**config.mk**
```make
export PLATFORM = sky130hd
export DESIGN_NAME = tmr_timer16
export DESIGN_NICKNAME = d
export VERILOG_FILES = /design/src/tmr_pkg.sv /design/src/tmr_timer16.sv
export SDC_FILE = /design/constraint.sdc
export NUM_CORES = 1
export LEC_CHECK = 0
export ABC_AREA = 1
export BUFFER_PORTS_ARGS = -buffer_cell sky130_fd_sc_hd__buf_2
export CAP_MARGIN = 20
export CORE_ASPECT_RATIO = 1.4
export CORE_UTILIZATION = 55
export CTS_CLUSTER_SIZE = 40
export DETAILED_ROUTE_END_ITERATION = 10
export MAX_ROUTING_LAYER = met4
export PLACE_DENSITY = 0.8
export SETUP_SLACK_MARGIN = 0.15
export SLEW_MARGIN = 20
export SYNTH_ARGS = -nofsm -noshare
export SYNTH_HDL_FRONTEND = slang
export SYNTH_SLANG_ARGS = --single-unit
```
**constraint.sdc**
```tcl
create_clock -name i_clock -period 3.5 [get_ports i_clock]
set_input_delay 0.7 -clock i_clock [delete_from_list [all_inputs] [get_ports i_clock]]
set_output_delay 0.7 -clock i_clock [all_outputs]
set_load 0.1 [all_outputs]
```
**src/tmr_pkg.sv**
```systemverilog
// Shared constants and types for the 16-bit timer with capture unit
`default_nettype none
package tmr_pkg;
    // Register byte addresses
    localparam logic [7:0] ADDR_CTRL_A    = 8'h00;
    localparam logic [7:0] ADDR_CTRL_B    = 8'h01;
    localparam logic [7:0] ADDR_COUNT_LO  = 8'h02;
    localparam logic [7:0] ADDR_COUNT_HI  = 8'h03;
    localparam logic [7:0] ADDR_CAPT_LO   = 8'h04;
    localparam logic [7:0] ADDR_CAPT_HI   = 8'h05;
    localparam logic [7:0] ADDR_CMPA_LO   = 8'h06;
    localparam logic [7:0] ADDR_CMPA_HI   = 8'h07;
    localparam logic [7:0] ADDR_FLAGS     = 8'h08;
    localparam logic [7:0] ADDR_MASK      = 8'h09;
    localparam logic [7:0] ADDR_COMP_CTRL = 8'h0A;
    localparam logic [7:0] ADDR_POWER     = 8'h0B;
    // Field positions
    localparam int CTRL_B_FILTER  = 7;
    localparam int CTRL_B_EDGE    = 6;
    localparam int CTRL_B_MODE_LO = 3;
    localparam int CTRL_B_CS_LO   = 0;
    localparam int FLAG_OVF       = 0;
    localparam int FLAG_CAPT      = 5;
    localparam int COMP_SEL       = 2;
    localparam int POWER_OFF      = 0;
    // Reset values
    localparam logic [7:0]  CTRL_RESET  = 8'h00;
    localparam logic [15:0] VALUE_RESET = 16'h0000;
    localparam logic        POWER_RESET = 1'b0;
    // Fixed TOP values and counter limits
    localparam logic [15:0] TOP_8BIT  = 16'h00FF;
    localparam logic [15:0] TOP_9BIT  = 16'h01FF;
    localparam logic [15:0] TOP_10BIT = 16'h03FF;
    localparam logic [15:0] COUNT_MAX = 16'hFFFF;
    localparam logic [15:0] COUNT_BOT = 16'h0000;
    // Prescaler terminal masks
    localparam logic [9:0] PRE_DIV8    = 10'h007;
    localparam logic [9:0] PRE_DIV64   = 10'h03F;
    localparam logic [9:0] PRE_DIV256  = 10'h0FF;
    localparam logic [9:0] PRE_DIV1024 = 10'h3FF;
    // Noise filter sample count
    localparam int FILTER_SAMPLES = 4;
    // Clock select codes
    typedef enum logic [2:0] {
        CS_STOP, CS_DIV1, CS_DIV8, CS_DIV64,
        CS_DIV256, CS_DIV1024, CS_EXT_FALL, CS_EXT_RISE
    } tmr_clock_sel_e;
    // Register bus request
    typedef struct packed {
        logic [7:0] addr;
        logic [7:0] wdata;
        logic       wr;
        logic       rd;
    } tmr_bus_s;
endpackage
`default_nettype wire

```
**src/tmr_timer16.sv**
```systemverilog
// 16-bit up/down timer with input capture, noise filter and byte bus
//
// Functional notes
// RL1: One shared high-byte temp lets software load a common high byte once.
// RL2: Three-bit clock select picks tick source; zero stops the counter.
// RL3: 16-bit counter steps up or down by one, or clears, per tick.
// RL4: Top and bottom indications come from the counter value.
// RL5: Count low read latches high byte; low write loads all 16 bits.
// RL6: Processor counter write beats any step or clear that cycle.
// RL7: Counter stays readable and writable with no tick source.
// RL8: Four-bit waveform mode, split over controls A and B, sets sequence.
// RL9: Overflow flag set per mode and can request an interrupt.
// RL10: Qualified capture edge copies the whole counter into capture value.
// RL11: Capture flag sets in the same cycle the capture value is written.
// RL12: Capture flag requests interrupt when enabled; cleared by ack or one.
// RL13: Capture low read fills temp; capture high read returns temp.
// RL14: Capture value writable only in modes using it as top.
// RL15: Comparator select bit swaps the capture source from the pin.
// RL16: Sources synchronised and edge detected; filter adds four cycles.
// RL17: Capture triggering disabled in modes where capture value is top.
// RL18: Driving the capture pin from the port output can trigger capture.
// RL19: Filter output changes only after four agreeing samples.
// RL20: Filter enable in control B; filter runs on the system clock.
// RL21: Each capture overwrites the previous value; no overrun guard.
// RL22: Software flips edge and clears flag for duty-cycle measurement.
// RL23: Top is 0xFFFF, 0x00FF, 0x01FF, 0x03FF, compare A or capture value.
// RL24: All 16-bit registers share one 8-bit temporary high byte.
// RL25: Power-off bit at one holds the timer disabled.
// RL26: Edge select bit: one picks rising edge, zero falling edge.
`default_nettype none
module tmr_timer16 (
    input  wire logic             i_clock,
    input  wire logic             i_rst_n,
    input  wire tmr_pkg::tmr_bus_s i_bus,
    input  wire logic             i_ext_clock,
    input  wire logic             i_capture_pin,
    input  wire logic             i_comparator_output,
    input  wire logic             i_capture_irq_ack,
    input  wire logic             i_overflow_irq_ack,
    output logic [7:0]            o_rdata,
    output logic                  o_capture_irq,
    output logic                  o_overflow_irq,
    output logic                  o_at_top,
    output logic                  o_at_bottom
);
    logic [7:0]  timer_control_a;
    logic [7:0]  timer_control_b;
    logic [15:0] count_value;
    logic [15:0] capture_value;
    logic [15:0] compare_a_value;
    logic [7:0]  temp_high;
    logic        overflow_flag;
    logic        capture_flag;
    logic        overflow_irq_enable;
    logic        capture_irq_enable;
    logic        comparator_capture_select;
    logic        timer_power_off_bit;
    logic        count_up;
    logic [9:0]  prescale;
    logic [1:0]  ext_sync;
    logic        ext_prev;
    logic [1:0]  capt_sync;
    logic [tmr_pkg::FILTER_SAMPLES-2:0] filter_hist;
    logic        filter_out;
    logic        edge_prev;
    logic [3:0]  waveform_mode_field;
    logic [2:0]  clock_select_field;
    logic        capture_filter_enable;
    logic        edge_rising;
    logic        timer_tick;
    logic [15:0] top_value;
    logic        edge_src;
    logic        capture_event;
    logic        wr_count;
    logic        wr_capture;
    logic        overflow_set;
    logic        filter_agree;
    logic [15:0] next_count;
    logic        next_up;

    // Mode is fixed-top via capture value
    function automatic logic capt_is_top(input logic [3:0] mode);
        return (mode == 4'h8) || (mode == 4'hA) || (mode == 4'hC) ||
               (mode == 4'hE);
    endfunction

    // Dual-slope (phase correct) modes
    function automatic logic is_dual(input logic [3:0] mode);
        return (mode inside {4'h1, 4'h2, 4'h3, 4'h8, 4'h9, 4'hA, 4'hB});
    endfunction

    // Single-slope fast PWM modes
    function automatic logic is_fast(input logic [3:0] mode);
        return (mode inside {4'h5, 4'h6, 4'h7, 4'hE, 4'hF});
    endfunction

    // Field decode from the control registers
    assign waveform_mode_field = {timer_control_b[tmr_pkg::CTRL_B_MODE_LO+1],
                                  timer_control_b[tmr_pkg::CTRL_B_MODE_LO],
                                  timer_control_a[1:0]};  // see RL8
    assign clock_select_field =
        timer_control_b[tmr_pkg::CTRL_B_CS_LO +: 3];
    assign capture_filter_enable = timer_control_b[tmr_pkg::CTRL_B_FILTER];
    assign edge_rising = timer_control_b[tmr_pkg::CTRL_B_EDGE];
    assign wr_count = i_bus.wr && (i_bus.addr == tmr_pkg::ADDR_COUNT_LO);
    assign wr_capture = i_bus.wr && (i_bus.addr == tmr_pkg::ADDR_CAPT_LO) &&
                        capt_is_top(waveform_mode_field);  // see RL14

    // TOP selection by mode
    always_comb begin
        case (waveform_mode_field)  // see RL23
            4'h1, 4'h5: top_value = tmr_pkg::TOP_8BIT;
            4'h2, 4'h6: top_value = tmr_pkg::TOP_9BIT;
            4'h3, 4'h7: top_value = tmr_pkg::TOP_10BIT;
            4'h4, 4'h9, 4'hB, 4'hF: top_value = compare_a_value;
            4'h8, 4'hA, 4'hC, 4'hE: top_value = capture_value;
            default: top_value = tmr_pkg::COUNT_MAX;
        endcase
    end

    // Free-running prescaler, held at zero while powered off
    always_ff @(posedge i_clock) begin
        if (!i_rst_n || timer_power_off_bit) begin
            prescale <= 10'h000;
        end else begin
            prescale <= prescale + 10'h001;
        end
    end

    // External clock pin synchroniser and edge history
    always_ff @(posedge i_clock) begin
        if (!i_rst_n) begin
            ext_sync <= 2'b00;
            ext_prev <= 1'b0;
        end else begin
            ext_sync <= {ext_sync[0], i_ext_clock};
            ext_prev <= ext_sync[1];
        end
    end

    // Tick source select
    always_comb begin
        case (tmr_pkg::tmr_clock_sel_e'(clock_select_field))  // see RL2
            tmr_pkg::CS_DIV1:     timer_tick = 1'b1;
            tmr_pkg::CS_DIV8:     timer_tick =
                (prescale[2:0] == tmr_pkg::PRE_DIV8[2:0]);
            tmr_pkg::CS_DIV64:    timer_tick =
                (prescale[5:0] == tmr_pkg::PRE_DIV64[5:0]);
            tmr_pkg::CS_DIV256:   timer_tick =
                (prescale[7:0] == tmr_pkg::PRE_DIV256[7:0]);
            tmr_pkg::CS_DIV1024:  timer_tick =
                (prescale == tmr_pkg::PRE_DIV1024);
            tmr_pkg::CS_EXT_FALL: timer_tick = ext_prev && !ext_sync[1];
            tmr_pkg::CS_EXT_RISE: timer_tick = !ext_prev && ext_sync[1];
            default:              timer_tick = 1'b0;
        endcase
        if (timer_power_off_bit) begin
            timer_tick = 1'b0;  // see RL25
        end
    end

    // Next counter value and direction
    always_comb begin
        next_count = count_value;
        next_up = count_up;
        overflow_set = 1'b0;
        if (timer_tick) begin
            if (is_dual(waveform_mode_field)) begin
                if (count_up && count_value >= top_value) begin
                    next_count = count_value - 16'h0001;  // see RL3
                    next_up = 1'b0;
                end else if (!count_up && count_value == 16'h0000) begin
                    next_count = count_value + 16'h0001;
                    next_up = 1'b1;
                    overflow_set = 1'b1;  // see RL9
                end else if (count_up) begin
                    next_count = count_value + 16'h0001;
                end else begin
                    next_count = count_value - 16'h0001;
                end
            end else begin
                next_up = 1'b1;
                overflow_set = (count_value == tmr_pkg::COUNT_MAX) ||
                    (is_fast(waveform_mode_field) &&
                     count_value == top_value);  // see RL9
                next_count = (count_value == top_value) ? 16'h0000 :
                             count_value + 16'h0001;  // see RL3
            end
        end
        if (wr_count) begin
            next_count = {temp_high, i_bus.wdata};  // see RL5 see RL6 see RL7
        end
    end

    // Counter and direction registers
    always_ff @(posedge i_clock) begin
        if (!i_rst_n) begin
            count_value <= tmr_pkg::VALUE_RESET;
            count_up <= 1'b1;
        end else begin
            count_value <= next_count;
            count_up <= next_up;
        end
    end

    // Extremes of the count sequence
    assign o_at_top = (count_value == top_value);  // see RL4
    assign o_at_bottom = (count_value == tmr_pkg::COUNT_BOT);  // see RL4

    // Capture source select and synchroniser
    always_ff @(posedge i_clock) begin
        if (!i_rst_n) begin
            capt_sync <= 2'b00;
        end else begin
            capt_sync <= {capt_sync[0], comparator_capture_select ?
                i_comparator_output : i_capture_pin};  // see RL15 see RL18
        end
    end

    // Noise filter on the system clock
    assign filter_agree =
        (filter_hist == {(tmr_pkg::FILTER_SAMPLES-1){capt_sync[1]}});
    always_ff @(posedge i_clock) begin
        if (!i_rst_n) begin
            filter_hist <= '0;
            filter_out <= 1'b0;
        end else begin
            filter_hist <= {filter_hist[tmr_pkg::FILTER_SAMPLES-3:0],
                            capt_sync[1]};  // see RL20
            if (filter_agree) begin
                filter_out <= capt_sync[1];  // see RL19
            end
        end
    end

    // Edge detector on filtered or plain source
    assign edge_src = capture_filter_enable ? filter_out :
                      capt_sync[1];  // see RL16
    assign capture_event = !timer_power_off_bit &&
        !capt_is_top(waveform_mode_field) &&  // see RL17
        (edge_rising ? (edge_src && !edge_prev) :
                       (!edge_src && edge_prev));  // see RL26
    always_ff @(posedge i_clock) begin
        if (!i_rst_n) begin
            edge_prev <= 1'b0;
        end else begin
            edge_prev <= edge_src;
        end
    end

    // Capture value: every event overwrites
    always_ff @(posedge i_clock) begin
        if (!i_rst_n) begin
            capture_value <= tmr_pkg::VALUE_RESET;
        end else if (capture_event) begin
            capture_value <= count_value;  // see RL10 see RL21
        end else if (wr_capture) begin
            capture_value <= {temp_high, i_bus.wdata};  // see RL14
        end
    end

    // Control and plain registers
    always_ff @(posedge i_clock) begin
        if (!i_rst_n) begin
            timer_control_a <= tmr_pkg::CTRL_RESET;
            timer_control_b <= tmr_pkg::CTRL_RESET;
            compare_a_value <= tmr_pkg::VALUE_RESET;
            overflow_irq_enable <= 1'b0;
            capture_irq_enable <= 1'b0;
            comparator_capture_select <= 1'b0;
            timer_power_off_bit <= tmr_pkg::POWER_RESET;
        end else if (i_bus.wr) begin
            case (i_bus.addr)
                tmr_pkg::ADDR_CTRL_A: timer_control_a <= i_bus.wdata;
                tmr_pkg::ADDR_CTRL_B: timer_control_b <= i_bus.wdata;
                tmr_pkg::ADDR_CMPA_LO:
                    compare_a_value <= {temp_high, i_bus.wdata};
                tmr_pkg::ADDR_MASK: begin
                    overflow_irq_enable <= i_bus.wdata[tmr_pkg::FLAG_OVF];
                    capture_irq_enable <= i_bus.wdata[tmr_pkg::FLAG_CAPT];
                end
                tmr_pkg::ADDR_COMP_CTRL:
                    comparator_capture_select <=
                        i_bus.wdata[tmr_pkg::COMP_SEL];
                tmr_pkg::ADDR_POWER:
                    timer_power_off_bit <= i_bus.wdata[tmr_pkg::POWER_OFF];
                default: ;
            endcase
        end
    end

    // Shared temporary high byte
    always_ff @(posedge i_clock) begin
        if (!i_rst_n) begin
            temp_high <= 8'h00;
        end else if (i_bus.wr && (i_bus.addr == tmr_pkg::ADDR_COUNT_HI ||
                     i_bus.addr == tmr_pkg::ADDR_CAPT_HI ||
                     i_bus.addr == tmr_pkg::ADDR_CMPA_HI)) begin
            temp_high <= i_bus.wdata;  // see RL1 see RL24
        end else if (i_bus.rd && i_bus.addr == tmr_pkg::ADDR_COUNT_LO) begin
            temp_high <= count_value[15:8];  // see RL5
        end else if (i_bus.rd && i_bus.addr == tmr_pkg::ADDR_CAPT_LO) begin
            temp_high <= capture_value[15:8];  // see RL13
        end
    end

    // Flags: hardware set wins over clear
    always_ff @(posedge i_clock) begin
        if (!i_rst_n) begin
            overflow_flag <= 1'b0;
            capture_flag <= 1'b0;
        end else begin
            if (overflow_set) begin
                overflow_flag <= 1'b1;
            end else if (i_overflow_irq_ack || (i_bus.wr &&
                         i_bus.addr == tmr_pkg::ADDR_FLAGS &&
                         i_bus.wdata[tmr_pkg::FLAG_OVF])) begin
                overflow_flag <= 1'b0;
            end
            if (capture_event) begin
                capture_flag <= 1'b1;  // see RL11
            end else if (i_capture_irq_ack || (i_bus.wr &&
                         i_bus.addr == tmr_pkg::ADDR_FLAGS &&
                         i_bus.wdata[tmr_pkg::FLAG_CAPT])) begin
                capture_flag <= 1'b0;  // see RL12
            end
        end
    end

    // Interrupt requests
    assign o_overflow_irq = overflow_flag && overflow_irq_enable;  // see RL9
    assign o_capture_irq = capture_flag && capture_irq_enable;  // see RL12

    // Read data, valid the cycle after the strobe
    always_ff @(posedge i_clock) begin
        if (!i_rst_n || !i_bus.rd) begin
            o_rdata <= 8'h00;
        end else begin
            case (i_bus.addr)
                tmr_pkg::ADDR_CTRL_A:   o_rdata <= timer_control_a;
                tmr_pkg::ADDR_CTRL_B:   o_rdata <= timer_control_b;
                tmr_pkg::ADDR_COUNT_LO: o_rdata <= count_value[7:0];
                tmr_pkg::ADDR_CAPT_LO:  o_rdata <= capture_value[7:0];
                tmr_pkg::ADDR_COUNT_HI,
                tmr_pkg::ADDR_CAPT_HI:  o_rdata <= temp_high;  // see RL13
                tmr_pkg::ADDR_CMPA_LO:  o_rdata <= compare_a_value[7:0];
                tmr_pkg::ADDR_CMPA_HI:  o_rdata <= compare_a_value[15:8];
                tmr_pkg::ADDR_FLAGS:
                    o_rdata <= {2'b00, capture_flag, 4'h0, overflow_flag};
                tmr_pkg::ADDR_MASK:
                    o_rdata <= {2'b00, capture_irq_enable, 4'h0,
                                overflow_irq_enable};
                tmr_pkg::ADDR_COMP_CTRL:
                    o_rdata <= {5'h00, comparator_capture_select, 2'b00};
                tmr_pkg::ADDR_POWER:
                    o_rdata <= {7'h00, timer_power_off_bit};
                default: o_rdata <= 8'h00;
            endcase
        end
    end
endmodule // tmr_timer16
`default_nettype wire
```
==> flow_summary.yaml <==
floorplanning:
  die_h_um: 132
  die_w_um: 94.9
  core_region_area_um2: 11800
  fp.dieArea_um2: 12500
  ios: 37
  start_util_pct: 56.2
  fp-row-count: 47
timing:
  min_period_ns: 3.22
  hold_violations: 0
  setup_violations: 0
  tightestPinTransition_ns: 0.844
  finalSetupTns_ns: 0
  finalMaxSlewViolations: 0
  rsz0062_at_grt: "no"
  fmax_ghz: 0.311
  fin_crit_sh_pct: 91.9
  relSlewSlack_pct: 43.6
  worst_slack_ns: 0.284
  skew_ns: 0.0103
worst_setup_path:
  critical-path-slowest-cell: "dfxtp_4"
  r2r_cells: 18
  startpoint: "timer_control_b[3]$_SDFFE_PN0P_"
  path_cells: "inv_1 -> o211ai_1 -> nand2_4 -> buf_6 -> a22oi_2 -> o21ai_2 -> ha_1 -> nand2_1 -> nor2_1 -> nand2_2 -> nor2_4 -> buf_12"
  crit_fanout: 10
  rr_endpoint: "count_value[7]$_SDFFE_PN0P_"
  arrival_ns: 2.52
  critPathBufInv: 3
  worst_ep_required_time_ns: 2.80
  path_class: "reg -> out"
  critPathLaunchType: "flip-flop"
  regToRegStartpoint: "timer_control_b[4]$_SDFFE_PN0P_"
  critical-path-top-delay-family: "simple AND/OR/NAND/NOR gates"
  crit_end: "o_at_top"
  critPathCaptureType: "primary output"
  critPathMaxStageDelay_ns: 0.37
  reg2reg_setup_slack_ns: 0.52
  cp.depth: 12
power:
  p_leak_nw: 3.38
  internal_power_mw: 1.85
  p_per_area_nw_per_um2: 335
  p_comb_share_pct: 5.8
  clkPwrFrac_pct: 43.9
  power.share.sequential_pct: 50.3
  peakVddDrop_mv: 0.272
  switchingPower_uw: 622
  switching_share_pct: 25.2
route:
  drc: 0
  drt_iter0_markers: 503
  vias_per_cell: 5.90
  ant_nets: 0
  vias: 6961
  routedWlPerCell_um: 18.0
  dr.pass1.iters: 5
  drt_wl_total_mm: 21.3
clock_tree:
  htreeDepth: 3
  clkTransAtPathRegs_ns: 0.08
  cts_tree: "yes"
  postCtsHoldBufs: 0
  clk_latency_ns: 0.35
  clockBufferDepth: 2
  clock_sinks: 107
  cts_made_buffers: 9
  clockRootBuffer: "clkbuf_16"
placement:
  place_area_um2: 6960
  portBuffers: 36
  place_congestion: 0.995
  dp_slack_ns: 0.291
  dp_hpwl_mm: 16.1
synthesis:
  synth_common_cells: "nand2_1 (220), inv_1 (112), dfxtp_1 (107), nor2_1 (106), o21ai_0 (76)"
  yosysMostFrequentCell: "nand2_1"
  async_flop_share_pct: 0
  yosys_register_bits: 107
  netlist_instances: 1002
  synth_edf_count: 0
  synth_area_um2: 6650
  synth_area_leader_cell: "dfxtp_1"
  yosys_warnings: 0
  synth_nets: 1048
  ys_types: 57
  ys_top_cells_by_area: "dfxtp_1 (32%), nand2_1 (12%), inv_1 (6.3%), nor2_1 (6.0%), o21ai_0 (5.7%)"
  ys_seq_area_share_pct: 32.2
  yosys_most_used_dff: "dfxtp_1"
  syn_avg_cell_area_um2: 6.63
  synth_top_area_share_pct: 32.2
grt:
  grt_pass1_wl_mm: 33.4
  grt_pass1_vias: 6567
  track_usage_pct: 36.2
  grt_max_degree: 29
  grt_antenna_before_repair: 0
  overflow: 0
final_layout:
  nets: 1073
  syn2layout_area_growth_pct: 10.8
  drive_above_1_share_pct: 14.3
  final_util_pct: 62.3
  fin_area_um2: 7360
  diodes: 0
  fillers: 1114
outcome:
  outcome: "finished clean"
run:
  maxCapViolCount: 0
worst_hold_path:
  hp-class: "reg -> reg"
-- repair_timing --
item	4_1_cts	5_1_grt
pin swaps	0	4
buffers inserted	0	1
resized for setup	2	23
endpoints found under the setup margin	1	14
gates cloned	0	0
-- stage by stage --
step	std cells	hold WS, ns	power (mW)
after floorplan	1002	0.390	1.35
after global placement	1162	0.396	1.41
after detailed placement	1162	0.403	1.41
after CTS	1178	0.422	2.47
after global routing	1179	0.468	2.54
final	1179	0.420	2.47
-- sequential cells by signal, summed over array words and instances, names as in the netlist --
name,cells
timer_control_b,8
capture_value,16
ext_prev,1
count_value,16
temp_high,8
o_rdata,8
comparator_capture_select,1
capture_flag,1
filter_out,1
ext_sync,2
capture_irq_enable,1
overflow_flag,1
timer_control_a,8
prescale,10
timer_power_off_bit,1
count_up,1
filter_hist,3
overflow_irq_enable,1
compare_a_value,16
edge_prev,1
capt_sync,2
-- layer usage --
layer	part of all wire [%]	GRT usage, %	up-vias
li1	-	-	3362
met1	37	40.7	3120
met2	48	57.2	363
met3	7.2	5.25	116
met4	7.7	26.8	0
met5	0	-	-
-- power by group through the flow --
stage          clock [mW]  combinational (mW)  sequential [mW]
6_report             1.08               0.144             1.24
5_1_grt              1.14               0.155             1.24
4_1_cts              1.09               0.141             1.24
3_5_place_dp            0               0.139             1.27
3_3_place_gp            0               0.137             1.27
2_1_floorplan           0              0.0891             1.27
-- how the worst min path moves through the flow --
stage               slack (ns)  depth (start not counted)                    start                 endpoint
finish                    0.42                          2   ext_sync[0]$_SDFF_PN0_   ext_sync[1]$_SDFF_PN0_
global route              0.47                          2   ext_sync[1]$_SDFF_PN0_      ext_prev$_SDFF_PN0_
CTS                       0.42                          2   ext_sync[0]$_SDFF_PN0_   ext_sync[1]$_SDFF_PN0_
detailed placement        0.40                          2   ext_sync[0]$_SDFF_PN0_   ext_sync[1]$_SDFF_PN0_
global placement          0.40                          2   ext_sync[0]$_SDFF_PN0_   ext_sync[1]$_SDFF_PN0_
floorplan                 0.39                          2  capt_sync[0]$_SDFF_PN0_  capt_sync[1]$_SDFF_PN0_
-- final cells by class --
type                    instances  area [µm²]  share of cell area [%]
multi-input cells             722        3890                    52.8
flip-flops and latches        107        2150                    29.1
inverters                     137         524                    7.12
repair buffers                 50         304                    4.13
clock buffers                   9         225                    3.06
well taps                     147         184                    2.50
clock inverters                 7        91.3                    1.24
-- cells in the final DEF (no fill, tap or decap), types with 21 or more instances in the layout --
master	synthesis	final
nand3_1	51	50
nand2_1	220	217
buf_2	10	35
o21ai_0	76	75
inv_1	112	111
ha_1	21	21
xor2_1	21	21
a21oi_1	67	67
nor2_1	106	101
dfxtp_1	107	106
-- logic make-up after synthesis --
kind of cell	count (synthesis)	share of synthesized area [%]
compound gates	235	21.0
fa+ha+maj	21	3.95
simple gates	443	29.3
xor+xnor	23	3.03
flops	107	32.2
buf+inv	173	10.5
-- tightest hold or removal path, delay by kind of cell, from the launching register on --
kind | cells | cell delay [ns]
flip-flops | 1 | 0.31
buffers and inverters | 1 | 0.04
AND/OR/NAND/NOR | 1 | 0.05
(Power assumes the default switching activity.)
